**config.mk**
```make
export PLATFORM = sky130hd
export DESIGN_NAME = intp_core
export DESIGN_NICKNAME = d
export VERILOG_FILES = /design/src/logic/intp_pkg.sv /design/src/logic/intp_edge.sv /design/src/logic/intp_core.sv
export SDC_FILE = /design/constraint.sdc
export NUM_CORES = 1
export LEC_CHECK = 0
export ABC_AREA = 0
export BUFFER_PORTS_ARGS = -buffer_cell sky130_fd_sc_hd__buf_4
export CAP_MARGIN = 20
export CORE_UTILIZATION = 49
export CTS_CLUSTER_DIAMETER = 40
export DETAILED_ROUTE_END_ITERATION = 10
export PLACE_DENSITY = 0.84
export SLEW_MARGIN = 25
export SYNTH_ARGS = -nofsm -noshare
export SYNTH_HDL_FRONTEND = slang
export SYNTH_SLANG_ARGS = --single-unit
export TNS_END_PERCENT = 1
```
**constraint.sdc**
```tcl
create_clock -name clk -period 1.96 [get_ports clk]
set_clock_uncertainty 0.05 [all_clocks]
set_input_delay 0.49 -clock clk [delete_from_list [all_inputs] [get_ports clk]]
set_output_delay 0.49 -clock clk [all_outputs]
set_load 0.005 [all_outputs]
```
**src/logic/intp_pkg.sv**
```systemverilog
// constants for the interrupt prioritizer and vector unit
// assumes a single core clock; all users reference names as intp_pkg::name
package intp_pkg;
	// register byte offsets on the control bus
	localparam logic [7:0] OFS_MASK = 8'h00;
	localparam logic [7:0] OFS_PEND = 8'h04;
	localparam logic [7:0] OFS_PTS_SEL = 8'h08;
	localparam logic [7:0] OFS_CTRL = 8'h0c;
	localparam logic [7:0] OFS_CAPTURE = 8'h10;
	localparam logic [7:0] OFS_STATUS = 8'h14;
	// reset values
	localparam logic [15:0] MASK_RST = 16'h0000;
	localparam logic [15:0] PTS_SEL_RST = 16'h0000;
	localparam logic [3:0] CTRL_RST = 4'h0;
	// control field positions
	localparam int CTRL_PIN_SEL = 0;
	localparam int CTRL_EXT_HSI0 = 1;
	localparam int CTRL_EXT_EXT1 = 2;
	localparam int CTRL_EXT_NMI = 3;
	// vector locations
	localparam logic [15:0] VEC_UNIMPL = 16'h2012;
	localparam logic [15:0] VEC_SWTRAP = 16'h2010;
	localparam logic [15:0] VEC_NMI = 16'h203e;
	localparam logic [15:0] VEC_LO_BASE = 16'h2000;
	localparam logic [15:0] VEC_HI_BASE = 16'h2030;
	localparam logic [15:0] PTS_BASE = 16'h2040;
	// source numbers and bit masks
	localparam int SRC_HSI0 = 4;
	localparam int SRC_FAST_OUT = 3;
	localparam int SRC_SERIAL = 6;
	localparam int SRC_EXT = 7;
	localparam int SRC_TX = 8;
	localparam int SRC_RX = 9;
	localparam int SRC_T2CAP = 11;
	localparam int SRC_EXT1 = 13;
	localparam int SRC_NMI = 15;
	localparam logic [15:0] NMI_BIT = 16'h8000;
	// offered source codes above the prioritized range
	localparam logic [4:0] CODE_UNIMPL = 5'h10;
	localparam logic [4:0] CODE_SWTRAP = 5'h11;
	// pin indices into the synchronised pin vector
	localparam int PIN_P2_2 = 0;
	localparam int PIN_P0_7 = 1;
	localparam int PIN_HSI0 = 2;
	localparam int PIN_T2CAP = 3;
	localparam int PIN_EXT1 = 4;
	localparam int PIN_NMI = 5;
	localparam int NPIN = 6;
	// bus responses
	localparam logic [1:0] RESP_OKAY = 2'b00;
	localparam logic [1:0] RESP_SLVERR = 2'b10;
	typedef enum logic [1:0] {ST_IDLE = 2'b01, ST_OFFER = 2'b10} intp_state_t;
endpackage

```
**src/logic/intp_edge.sv**
```systemverilog
// two-flop synchroniser and rising-edge detector for asynchronous pins
// assumes pins are slow compared to clk; each rising edge yields one pulse
`timescale 1ns/100ps
module intp_edge #(
	parameter int W = 6
) (
	// clock and reset
	input wire logic clk,
	input wire logic rstn,
	input wire logic ce,
	// pins and edges
	input wire logic [W-1:0] pin_in,
	output logic [W-1:0] rise
);
	logic [W-1:0] s1_reg;
	logic [W-1:0] s2_reg;
	logic [W-1:0] s3_reg;
	genvar i;
	generate
		for (i = 0; i < W; i++) begin : g_bit
			always_ff @(posedge clk or negedge rstn) begin
				if (!rstn) begin
					s1_reg[i] <= 1'b0;
					s2_reg[i] <= 1'b0;
					s3_reg[i] <= 1'b0;
				end else if (ce) begin
					s1_reg[i] <= pin_in[i];
					s2_reg[i] <= s1_reg[i];
					s3_reg[i] <= s2_reg[i];
				end
			end
			// first stage is read only by the second
			assign rise[i] = s2_reg[i] & ~s3_reg[i];
		end
	endgenerate
endmodule

```
**src/logic/intp_core.sv**
```systemverilog
// interrupt prioritizer and vector unit with axi4-lite control registers
// assumes peripheral events and trap pulses are one-cycle pulses on clk
//
// Notes on behaviour
// - the two traps skip arbitration, go out first and vector to 2012h and 2010h, never via server.
// - source 15 beats every prioritized request and vectors to 203eh, never via server.
// - a pending request routed to the transaction server wins over every ordinary request.
// - ordinary requests are ranked by number, 0 lowest and 14 highest.
// - sources 4, 7, 11, 13 and 15 can each be fed from their own external pin.
// - with the combined serial source masked, receive and transmit flags raise sources 9 and 8.
// - with the combined serial source enabled, either flag raises source 6 at vector 200ch.
// - source 7 comes from one of two pins and vectors to 200eh, server vector 204eh.
// - any of the six fast-output events raises source 3, vector 2006h, server vector 2046h.
// - the pin select bit at 1 takes source 7 from port-0 bit 7, at 0 from port-2 bit 2.
// - a rising capture-pin edge latches the timer-2 count and raises source 11.
//
// The placing of the registers and the AXI4-Lite register port were decided locally.
`timescale 1ns/100ps
module intp_core (
	// clock and reset
	input wire logic clk,
	input wire logic rstn,
	input wire logic ce,
	// axi4-lite slave
	input wire logic [7:0] s_awaddr,
	input wire logic s_awvalid,
	output logic s_awready,
	input wire logic [31:0] s_wdata,
	input wire logic [3:0] s_wstrb,
	input wire logic s_wvalid,
	output logic s_wready,
	output logic [1:0] s_bresp,
	output logic s_bvalid,
	input wire logic s_bready,
	input wire logic [7:0] s_araddr,
	input wire logic s_arvalid,
	output logic s_arready,
	output logic [31:0] s_rdata,
	output logic [1:0] s_rresp,
	output logic s_rvalid,
	input wire logic s_rready,
	// on-chip event sources
	input wire logic [15:0] periph_evt,
	input wire logic [5:0] fast_output_unit_evt,
	input wire logic receive_done_flag,
	input wire logic transmit_done_flag,
	input wire logic unimpl_opcode_trap,
	input wire logic software_trap,
	input wire logic [15:0] timer2_count,
	// external pins
	input wire logic port2_bit2_pin,
	input wire logic port0_bit7_pin,
	input wire logic fast_input_unit_pin0,
	input wire logic timer2_capture_input,
	input wire logic external_interrupt1_pin,
	input wire logic nmi_pin,
	// cpu vector handshake
	output logic int_req,
	output logic [15:0] int_vector,
	output logic [4:0] int_src,
	output logic int_transaction_server,
	input wire logic int_ack
);
	logic [15:0] mask_reg, pend_reg, pend_next, pts_sel_reg, capture_reg;
	logic [3:0] ctrl_reg;
	logic unimpl_reg, swtrap_reg, aw_held_reg, w_held_reg;
	logic [7:0] aw_addr_reg;
	logic [31:0] w_data_reg;
	logic [3:0] w_strb_reg;
	intp_pkg::intp_state_t state_reg;
	logic [intp_pkg::NPIN-1:0] pin_rise;

	function automatic logic [3:0] hi_idx(input logic [15:0] v);
		hi_idx = 4'h0;
		for (int k = 0; k < 16; k++) begin
			if (v[k]) begin
				hi_idx = k[3:0];
			end
		end
	endfunction

	function automatic logic [15:0] merge16(input logic [15:0] old, input logic [31:0] d,
		input logic [3:0] s);
		merge16 = {s[1] ? d[15:8] : old[15:8], s[0] ? d[7:0] : old[7:0]};
	endfunction

	////////////////////////////////////////////////////////////////////////////////
	// pin synchronisers
	intp_edge #(.W(intp_pkg::NPIN)) u_edge (
		.clk(clk),
		.rstn(rstn),
		.ce(ce),
		.pin_in({nmi_pin, external_interrupt1_pin, timer2_capture_input,
			fast_input_unit_pin0, port0_bit7_pin, port2_bit2_pin}),
		.rise(pin_rise)
	);

	////////////////////////////////////////////////////////////////////////////////
	// event routing into pending bits
	wire ser_comb = mask_reg[intp_pkg::SRC_SERIAL];
	wire ext7_edge = ctrl_reg[intp_pkg::CTRL_PIN_SEL] ? pin_rise[intp_pkg::PIN_P0_7]
		: pin_rise[intp_pkg::PIN_P2_2];
	wire cap_edge = pin_rise[intp_pkg::PIN_T2CAP];
	logic [15:0] set_vec;
	always_comb begin
		set_vec = periph_evt;
		set_vec[intp_pkg::SRC_FAST_OUT] = periph_evt[3] | (|fast_output_unit_evt);
		set_vec[intp_pkg::SRC_SERIAL] = periph_evt[6]
			| (ser_comb & (receive_done_flag | transmit_done_flag));
		set_vec[intp_pkg::SRC_TX] = periph_evt[8] | (~ser_comb & transmit_done_flag);
		set_vec[intp_pkg::SRC_RX] = periph_evt[9] | (~ser_comb & receive_done_flag);
		set_vec[intp_pkg::SRC_EXT] = periph_evt[7] | ext7_edge;
		set_vec[intp_pkg::SRC_T2CAP] = periph_evt[11] | cap_edge;
		set_vec[intp_pkg::SRC_HSI0] = periph_evt[4]
			| (ctrl_reg[intp_pkg::CTRL_EXT_HSI0] & pin_rise[intp_pkg::PIN_HSI0]);
		set_vec[intp_pkg::SRC_EXT1] = periph_evt[13]
			| (ctrl_reg[intp_pkg::CTRL_EXT_EXT1] & pin_rise[intp_pkg::PIN_EXT1]);
		set_vec[intp_pkg::SRC_NMI] = periph_evt[15]
			| (ctrl_reg[intp_pkg::CTRL_EXT_NMI] & pin_rise[intp_pkg::PIN_NMI]);
	end

	////////////////////////////////////////////////////////////////////////////////
	// arbitration
	wire [15:0] act = pend_reg & (mask_reg | intp_pkg::NMI_BIT);
	wire [15:0] pts_act = act & pts_sel_reg & ~intp_pkg::NMI_BIT;
	wire [15:0] ord_act = act & ~pts_act;
	wire trap_any = unimpl_reg | swtrap_reg;
	wire nmi_win = ~trap_any & act[intp_pkg::SRC_NMI];
	wire pts_win = ~trap_any & ~nmi_win & (|pts_act);
	wire sel_valid = trap_any | (|act);
	wire [3:0] sel_num = pts_win ? hi_idx(pts_act) : hi_idx(ord_act);
	wire [4:0] sel_src = unimpl_reg ? intp_pkg::CODE_UNIMPL
		: swtrap_reg ? intp_pkg::CODE_SWTRAP : {1'b0, sel_num};
	wire [15:0] num_ofs = {12'h000, sel_num[2:0], 1'b0};
	wire [15:0] ord_vec = (sel_num[3] ? intp_pkg::VEC_HI_BASE : intp_pkg::VEC_LO_BASE) + num_ofs;
	wire [15:0] pts_vec = intp_pkg::PTS_BASE + {11'h000, sel_num, 1'b0};
	wire [15:0] sel_vec = unimpl_reg ? intp_pkg::VEC_UNIMPL
		: swtrap_reg ? intp_pkg::VEC_SWTRAP
		: nmi_win ? intp_pkg::VEC_NMI
		: pts_win ? pts_vec : ord_vec;

	////////////////////////////////////////////////////////////////////////////////
	// cpu handshake
	wire offering = state_reg == intp_pkg::ST_OFFER;
	wire ack_fire = ce & offering & int_ack;
	wire load = ce & (state_reg == intp_pkg::ST_IDLE) & sel_valid;
	assign int_req = offering;
	always_ff @(posedge clk or negedge rstn) begin
		if (!rstn) begin
			state_reg <= intp_pkg::ST_IDLE;
			int_vector <= 16'h0000;
			int_src <= 5'h00;
			int_transaction_server <= 1'b0;
		end else if (load) begin
			state_reg <= intp_pkg::ST_OFFER;
			int_vector <= sel_vec;
			int_src <= sel_src;
			int_transaction_server <= pts_win;
		end else if (ack_fire) begin
			state_reg <= intp_pkg::ST_IDLE;
		end
	end

	////////////////////////////////////////////////////////////////////////////////
	// pending state; a new event wins over a clear in the same cycle
	wire wr_fire = ce & aw_held_reg & w_held_reg & ~s_bvalid;
	wire [15:0] ack_clr = (ack_fire & ~int_src[4]) ? (16'h0001 << int_src[3:0]) : 16'h0000;
	wire [15:0] w1c = (wr_fire & aw_addr_reg == intp_pkg::OFS_PEND)
		? merge16(16'h0000, w_data_reg, w_strb_reg) : 16'h0000;
	assign pend_next = (pend_reg & ~ack_clr & ~w1c) | set_vec;
	always_ff @(posedge clk or negedge rstn) begin
		if (!rstn) begin
			pend_reg <= 16'h0000;
			unimpl_reg <= 1'b0;
			swtrap_reg <= 1'b0;
			capture_reg <= 16'h0000;
		end else if (ce) begin
			pend_reg <= pend_next;
			unimpl_reg <= unimpl_opcode_trap
				| (unimpl_reg & ~(ack_fire & int_src == intp_pkg::CODE_UNIMPL));
			swtrap_reg <= software_trap
				| (swtrap_reg & ~(ack_fire & int_src == intp_pkg::CODE_SWTRAP));
			if (cap_edge) begin
				capture_reg <= timer2_count;
			end
		end
	end

	////////////////////////////////////////////////////////////////////////////////
	// axi4-lite slave
	wire wr_known = aw_addr_reg == intp_pkg::OFS_MASK || aw_addr_reg == intp_pkg::OFS_PEND
		|| aw_addr_reg == intp_pkg::OFS_PTS_SEL || aw_addr_reg == intp_pkg::OFS_CTRL;
	wire [15:0] wr_merged_ctrl = merge16({12'h000, ctrl_reg}, w_data_reg, w_strb_reg);
	assign s_awready = ~aw_held_reg;
	assign s_wready = ~w_held_reg;
	assign s_arready = ~s_rvalid;
	always_ff @(posedge clk or negedge rstn) begin
		if (!rstn) begin
			aw_held_reg <= 1'b0;
			w_held_reg <= 1'b0;
			aw_addr_reg <= 8'h00;
			w_data_reg <= 32'h0000_0000;
			w_strb_reg <= 4'h0;
			s_bvalid <= 1'b0;
			s_bresp <= intp_pkg::RESP_OKAY;
			mask_reg <= intp_pkg::MASK_RST;
			pts_sel_reg <= intp_pkg::PTS_SEL_RST;
			ctrl_reg <= intp_pkg::CTRL_RST;
		end else if (ce) begin
			if (s_awvalid & ~aw_held_reg) begin
				aw_held_reg <= 1'b1;
				aw_addr_reg <= s_awaddr;
			end
			if (s_wvalid & ~w_held_reg) begin
				w_held_reg <= 1'b1;
				w_data_reg <= s_wdata;
				w_strb_reg <= s_wstrb;
			end
			if (wr_fire) begin
				aw_held_reg <= 1'b0;
				w_held_reg <= 1'b0;
				s_bvalid <= 1'b1;
				s_bresp <= wr_known ? intp_pkg::RESP_OKAY : intp_pkg::RESP_SLVERR;
				if (aw_addr_reg == intp_pkg::OFS_MASK) begin
					mask_reg <= merge16(mask_reg, w_data_reg, w_strb_reg);
				end
				if (aw_addr_reg == intp_pkg::OFS_PTS_SEL) begin
					pts_sel_reg <= merge16(pts_sel_reg, w_data_reg, w_strb_reg);
				end
				if (aw_addr_reg == intp_pkg::OFS_CTRL) begin
					ctrl_reg <= wr_merged_ctrl[3:0];
				end
			end else if (s_bready) begin
				s_bvalid <= 1'b0;
			end
		end
	end

	wire [31:0] rd_mux = (s_araddr == intp_pkg::OFS_MASK) ? {16'h0000, mask_reg}
		: (s_araddr == intp_pkg::OFS_PEND) ? {16'h0000, pend_reg}
		: (s_araddr == intp_pkg::OFS_PTS_SEL) ? {16'h0000, pts_sel_reg}
		: (s_araddr == intp_pkg::OFS_CTRL) ? {28'h0000000, ctrl_reg}
		: (s_araddr == intp_pkg::OFS_CAPTURE) ? {16'h0000, capture_reg}
		: (s_araddr == intp_pkg::OFS_STATUS) ? {int_vector, 10'h000, int_req, int_src}
		: 32'h0000_0000;
	wire rd_known = s_araddr <= intp_pkg::OFS_STATUS && s_araddr[1:0] == 2'b00;
	always_ff @(posedge clk or negedge rstn) begin
		if (!rstn) begin
			s_rvalid <= 1'b0;
			s_rdata <= 32'h0000_0000;
			s_rresp <= intp_pkg::RESP_OKAY;
		end else if (ce) begin
			if (s_arvalid & ~s_rvalid) begin
				s_rvalid <= 1'b1;
				s_rdata <= rd_mux;
				s_rresp <= rd_known ? intp_pkg::RESP_OKAY : intp_pkg::RESP_SLVERR;
			end else if (s_rready) begin
				s_rvalid <= 1'b0;
			end
		end
	end
endmodule

```
Word level (Yosys, flattened, before mapping)
Cells that the tools add are included.
Storage, ports and cells
  bits in registers: 178
  input bits: 109
  output and inout port bits: 64
  word-level logic and storage cells: 216
Operators by class
  add/sub/neg operators: 2
  $lt $le $gt $ge: 1
  equality and inequality tests: 12
  shift operators: 1
  muxes and demuxes: 60
  bitwise operators: 70
  reduce and logical (&&, ||, !) cells: 29
Operator list (number)
  2-to-1 mux 32 bit: 6
  2-to-1 mux 4 bit: 28
  AND 16 bit: 4
  2-to-1 mux 15 bit: 4
  equality test 8 x 4 -> 1 bit (second input constant): 4
  2-to-1 mux 16 bit: 2
  inverter 16 bit: 2
  AND 1 bit: 31
  AND reduction 4 bit: 5
  AND reduction 2 bit: 9
  equality test 8 x 3 -> 1 bit (second input constant): 2
  equality test 8 x 5 -> 1 bit (second input constant): 2
  logical NOT 8 bit: 2
  2-to-1 mux 8 bit: 2
  inverter 1 bit: 16
  inverter 15 -> 16 bit: 1
  OR 16 bit: 1
  OR reduction 16 bit: 1
  left shift 1 x 4 -> 16 bit (first input constant): 1
  adder 14 x 4 -> 15 bit: 1
  adder 14 x 5 -> 15 bit (first input constant): 1
  AND 15 bit: 1
  OR reduction 15 bit: 1
  OR 1 bit: 14
  13 further kinds: 34

Depth between registers and ports, before layout
  depth after elaboration: 26
  depth in mapped cells: 9
  gate-level depth less buffers: 6

Modules after synthesis
Synthesis repeated with hierarchy kept, for this count alone.
Unflattened totals
  cell total of the unflattened synthesis: 671
  area total of the unflattened synthesis: 7743.7 µm²
By module, submodules not included
  intp_core: times used 1, cells an instance 627, area each 6984.2 µm², seq. area each 3504.6 µm²
  intp_edge: times used 1, cells an instance 44, area each 759.5 µm², seq. area each 450.4 µm²

Worst setup path before layout
OpenSTA, ideal clock, no wires.
  kind: input-to-reg
  start point: input port ce
  end point: register mask_reg[0]
  library setup time: 0.125 ns
  data arrival time: 2.213 ns
  data required time: 1.785 ns
  setup slack: -0.427 ns
  stages on the path: 8
  path buffers: 3
  cell sequence: buf_2 and4b_1 buf_2 nand3_1 or3b_2 buf_2 nor2_8 mux2_2
On the way
  cells in the longest elaborated chain, start to end: 4
RTL lines
  from (decl): RTL line intp_core.sv:23  | input wire logic ce,
  AND 1 bit (3 in a row): RTL line intp_core.sv:166  | wire wr_fire = ce & aw_held_reg & w_held_reg & ~s_bvalid;
  AND reduction 4 bit (no line) *
  to (signal assigned): RTL line intp_core.sv:206  | mask_reg <= intp_pkg::MASK_RST;
  to (signal assigned): RTL line intp_core.sv:225  | mask_reg <= merge16(mask_reg, w_data_reg, w_strb_reg);
  to (decl): RTL line intp_core.sv:64  | logic [15:0] mask_reg, pend_reg, pend_next, pts_sel_reg, capture_reg;
Every way passes the cells marked *; elsewhere a longest branch is shown, timed or not.
A chain may end at the register's enable or synchronous reset.

Worst setup path in the final report
  start point: register aw_addr_reg[5]
  end point: register pts_sel_reg[4]
On the way
  cells in the longest elaborated chain, start to end: 2
RTL lines
  from (decl): RTL line intp_core.sv:67  | logic [7:0] aw_addr_reg;
  from (signal assigned): RTL line intp_core.sv:212  | aw_addr_reg <= s_awaddr;
  equality test 8 x 4 -> 1 bit: RTL line intp_core.sv:227  | if (aw_addr_reg == intp_pkg::OFS_PTS_SEL) begin
  AND reduction 4 bit (no line)
  to (signal assigned): RTL line intp_core.sv:207  | pts_sel_reg <= intp_pkg::PTS_SEL_RST;
  to (signal assigned): RTL line intp_core.sv:228  | pts_sel_reg <= merge16(pts_sel_reg, w_data_reg, w_strb_reg);
  to (decl): RTL line intp_core.sv:64
Every way passes these cells.

==> results.md <==
* Syn Area/Cell at 11.3 um^2
* # Max-Cap Violations at 0
* Max reg flops at 23
* Cell area after synthesis at 7540 um^2
* Via count of the first global-routing pass at 6500
* Minimum clock period after layout at 2.15 ns
* Core footprint at about 15000 um^2
* Final instance area at 10200 um^2
* I/O Pins at 173
* Final sum of negative setup slack at -5.02 ns
* Sum of overflow across all layers after global routing at 0
* Clock sink total at 158
* First-pass detailed-route iteration total at 6
* Leading cell types by count after synthesis: 157 x dfrtp_1, 94 x mux2_2, 92 x nand2_1
* Type of element capturing the critical path: register
* Part of the cycle the worst path needs at 110%
* Register-to-register path setup slack at -0.19 ns
* Total global-route track usage at approximately 28%
* Count of unique library cells instantiated by Yosys at 60
* Finished Core Util at 69.2%
* Clock latency reported for the late side of the worst-skew pair at 0.43 ns
* Row count at 44
* Final worst-path setup slack at -0.190 ns
* Worst hold-check path type: input pin to register
* Number of clock buffers inserted by TritonCTS at 17
* Count of buffers inserted at the top-level ports at 134
* Leading post-synthesis cells by cell area: dfrtp_1 52%, mux2_2 14%, nand2_1 4.6%
* Final count of pins violating max slew at 0
* Area of placed instances at ~9500 um^2
* Sequential fraction of the synthesis area at 52.5%
* Setup repair after global routing missed its margin: yes
* Gp weighted congestion at 0.947
* Bufs on Longest Clock Path at 2
* Maximum operating frequency at 465 MHz
* Overall die area at 15900 um^2
* Reg with most FFs: s_rdata
* Width of the chip at between 100 and 150 um
* Power density over cell area at 967 nW/um^2
* Placed wire-length estimate at 16000 um
* Via-to-Cell Ratio at 5.85
* Kind of start point of the critical path: register
* Avg WL per Cell at 19.2 um
* Number of diodes added for antenna fixing at 0
* Final Hold Vio Count at 0
* Library cell with the highest instance count after synthesis: dfrtp_1
* Number of flops mapped to enable cells by yosys at 0
* CTS tree: yes
* Clock-pin slew on the worst setup and hold paths at 0.07 ns
* Largest net degree at the start of global routing at 39
* Smallest hold slack at 0.234 ns
* Data arrival, critical path at between 2 and 2.5 ns
* Yosys top cell by area: dfrtp_1
* Via count at ~6500
* Required time of the worst setup path at ~2.2 ns
* Setup violators final at 35
* Synth warnings at 0
* Starting density of the core at 51.1%
* Global-route wire length before repair at 34000 um
* Clk root buf: clkbuf_16
* Area fraction of the dominant cell type after synthesis at a little over half
* DRC violations left at 0
* H-tree level count at 4
* Number of instances in the synthesized netlist at 668
* Violated checks: negative setup slack
* Static leakage at 4.87 nW
* Synth-to-Final Area Change at 35.4%
* Pre-CTS WS at -0.482 ns
* VDD IR max at 0.654 mV
* Layout cells sized above 1 at 43.3%
* Total number of nets in the final design at 1017
* Number of synthesized register bits at 158
* Final ANT Viol Nets at 0
* Critical path start-end classification: register to register
* Number of DRC markers after the initial detailed-route iteration at 553
* Most used flip-flop cell after synthesis: dfrtp_1
* Worst-path maximum fanout at 8
* Height of the die at 126 um
* Outcome: finished with violations
* Initial antenna violation count at 0
* Total Routed Length at 21200 um
* Async set or reset register ratio after synthesis at 100%
-- where the power goes --
group	internal, W	leakage, nW	switching [W]
Combinational	0.00113	2.65	0.000905
Sequential	0.00391	1.93	0.000626
Clock	0.00190	0.289	0.00140
Total	0.00695	4.87	0.00293
-- final cells by class --
class | instances | area (um^2)
fillers | 1055 | 4540
flip-flops and latches | 158 | 3960
multi-input cells | 474 | 3450
repair buffers | 248 | 1950
clock buffers | 18 | 429
well taps | 184 | 230
clock inverters | 14 | 158
inverters | 9 | 33.8
-- per-stage QoR --
| step | power [W] | instances |
|---|---|---|
| after floorplan | 0.00546 | 687 |
| after global placement | 0.00641 | 1069 |
| after CTS | 0.00987 | 1104 |
| final | 0.00988 | 1105 |
| after global routing | 0.0103 | 1105 |
| after detailed placement | 0.00652 | 1069 |
-- path summary, 6_finish.rpt --
| check | startpoint | endpoint | cells past startpoint |
|---|---|---|---|
| max in group asynchronous | rstn | u_edge.s2_reg[3] | 3 |
| min in group asynchronous | rstn | int_vector[2] | 2 |
| min reg2reg | s_rdata[2] | s_rdata[2] | 1 |
| max | aw_addr_reg[5] | pts_sel_reg[4] | 6 |
| max reg2reg | aw_addr_reg[5] | pts_sel_reg[4] | 6 |
| min | timer2_count[1] | capture_reg[1] | 2 |
-- what timing repair did --
| action | CTS | global route |
|---|---|---|
| endpoints found under the setup margin | 37 | 54 |
| hold buffers | 1 | 0 |
| cloned | 0 | 0 |
| pin swaps | 6 | 12 |
| resized for setup | 10 | 16 |
| setup buffers | 2 | 1 |
| hold endpoints to repair | 30 | 0 |
-- placed cells by master, fill, tap and decap left out, types with 4 or more instances in the layout --
cell         n
nor2_1      26
o31ai_1      8
o211ai_1     4
nor3_1       8
a32o_1       9
nand4_1      8
and3b_1      8
inv_1        9
mux2_4       9
nand2_1     91
conb_1      20
dfrtp_1    156
o22ai_1     11
mux2i_1      7
a31oi_1      6
nand2b_1     7
nand3_1     27
clkbuf_16   17
a221oi_1    15
inv_6        4
a21oi_1     14
o21ai_0     19
nor2_8       4
buf_12       6
and3_1       4
nand3b_1     8
a22o_1       8
a211oi_1     4
mux2_2      85
a22oi_1      5
buf_4      238
a21o_1       6
-- critical path: stages (launching register included) --
cell and delay, ns:
dfrtp_1 0.38, nor4_2 0.26, buf_4 0.15, nand3_2 0.08, or3b_4 0.50, nor2_8 0.24
mux2_2 0.36
-- cells by family (layout without fill, tap and decap cells) --
kind of cell,Yosys count,count (layout),share of synthesized area [%]
flip-flops,158,158,52.5
multiplexers,102,102,15.1
buffers and inverters,55,289,3.90
AND/OR/NAND/NOR,219,219,15.4
other,1,20,0.0497
AO/OA/AOI/OAI,133,133,13.1
-- routing by layer --
metal / vias up / track usage (%) / wire, um
met3: 47 / 5.95 / 1610
li1: 2934 / - / -
met5: - / 0 / 0
met2: 303 / 45.7 / 10200
met4: 0 / 10.7 / 527
met1: 3175 / 36.6 / 8830
Note: power is estimated with default switching activity, not from simulation.
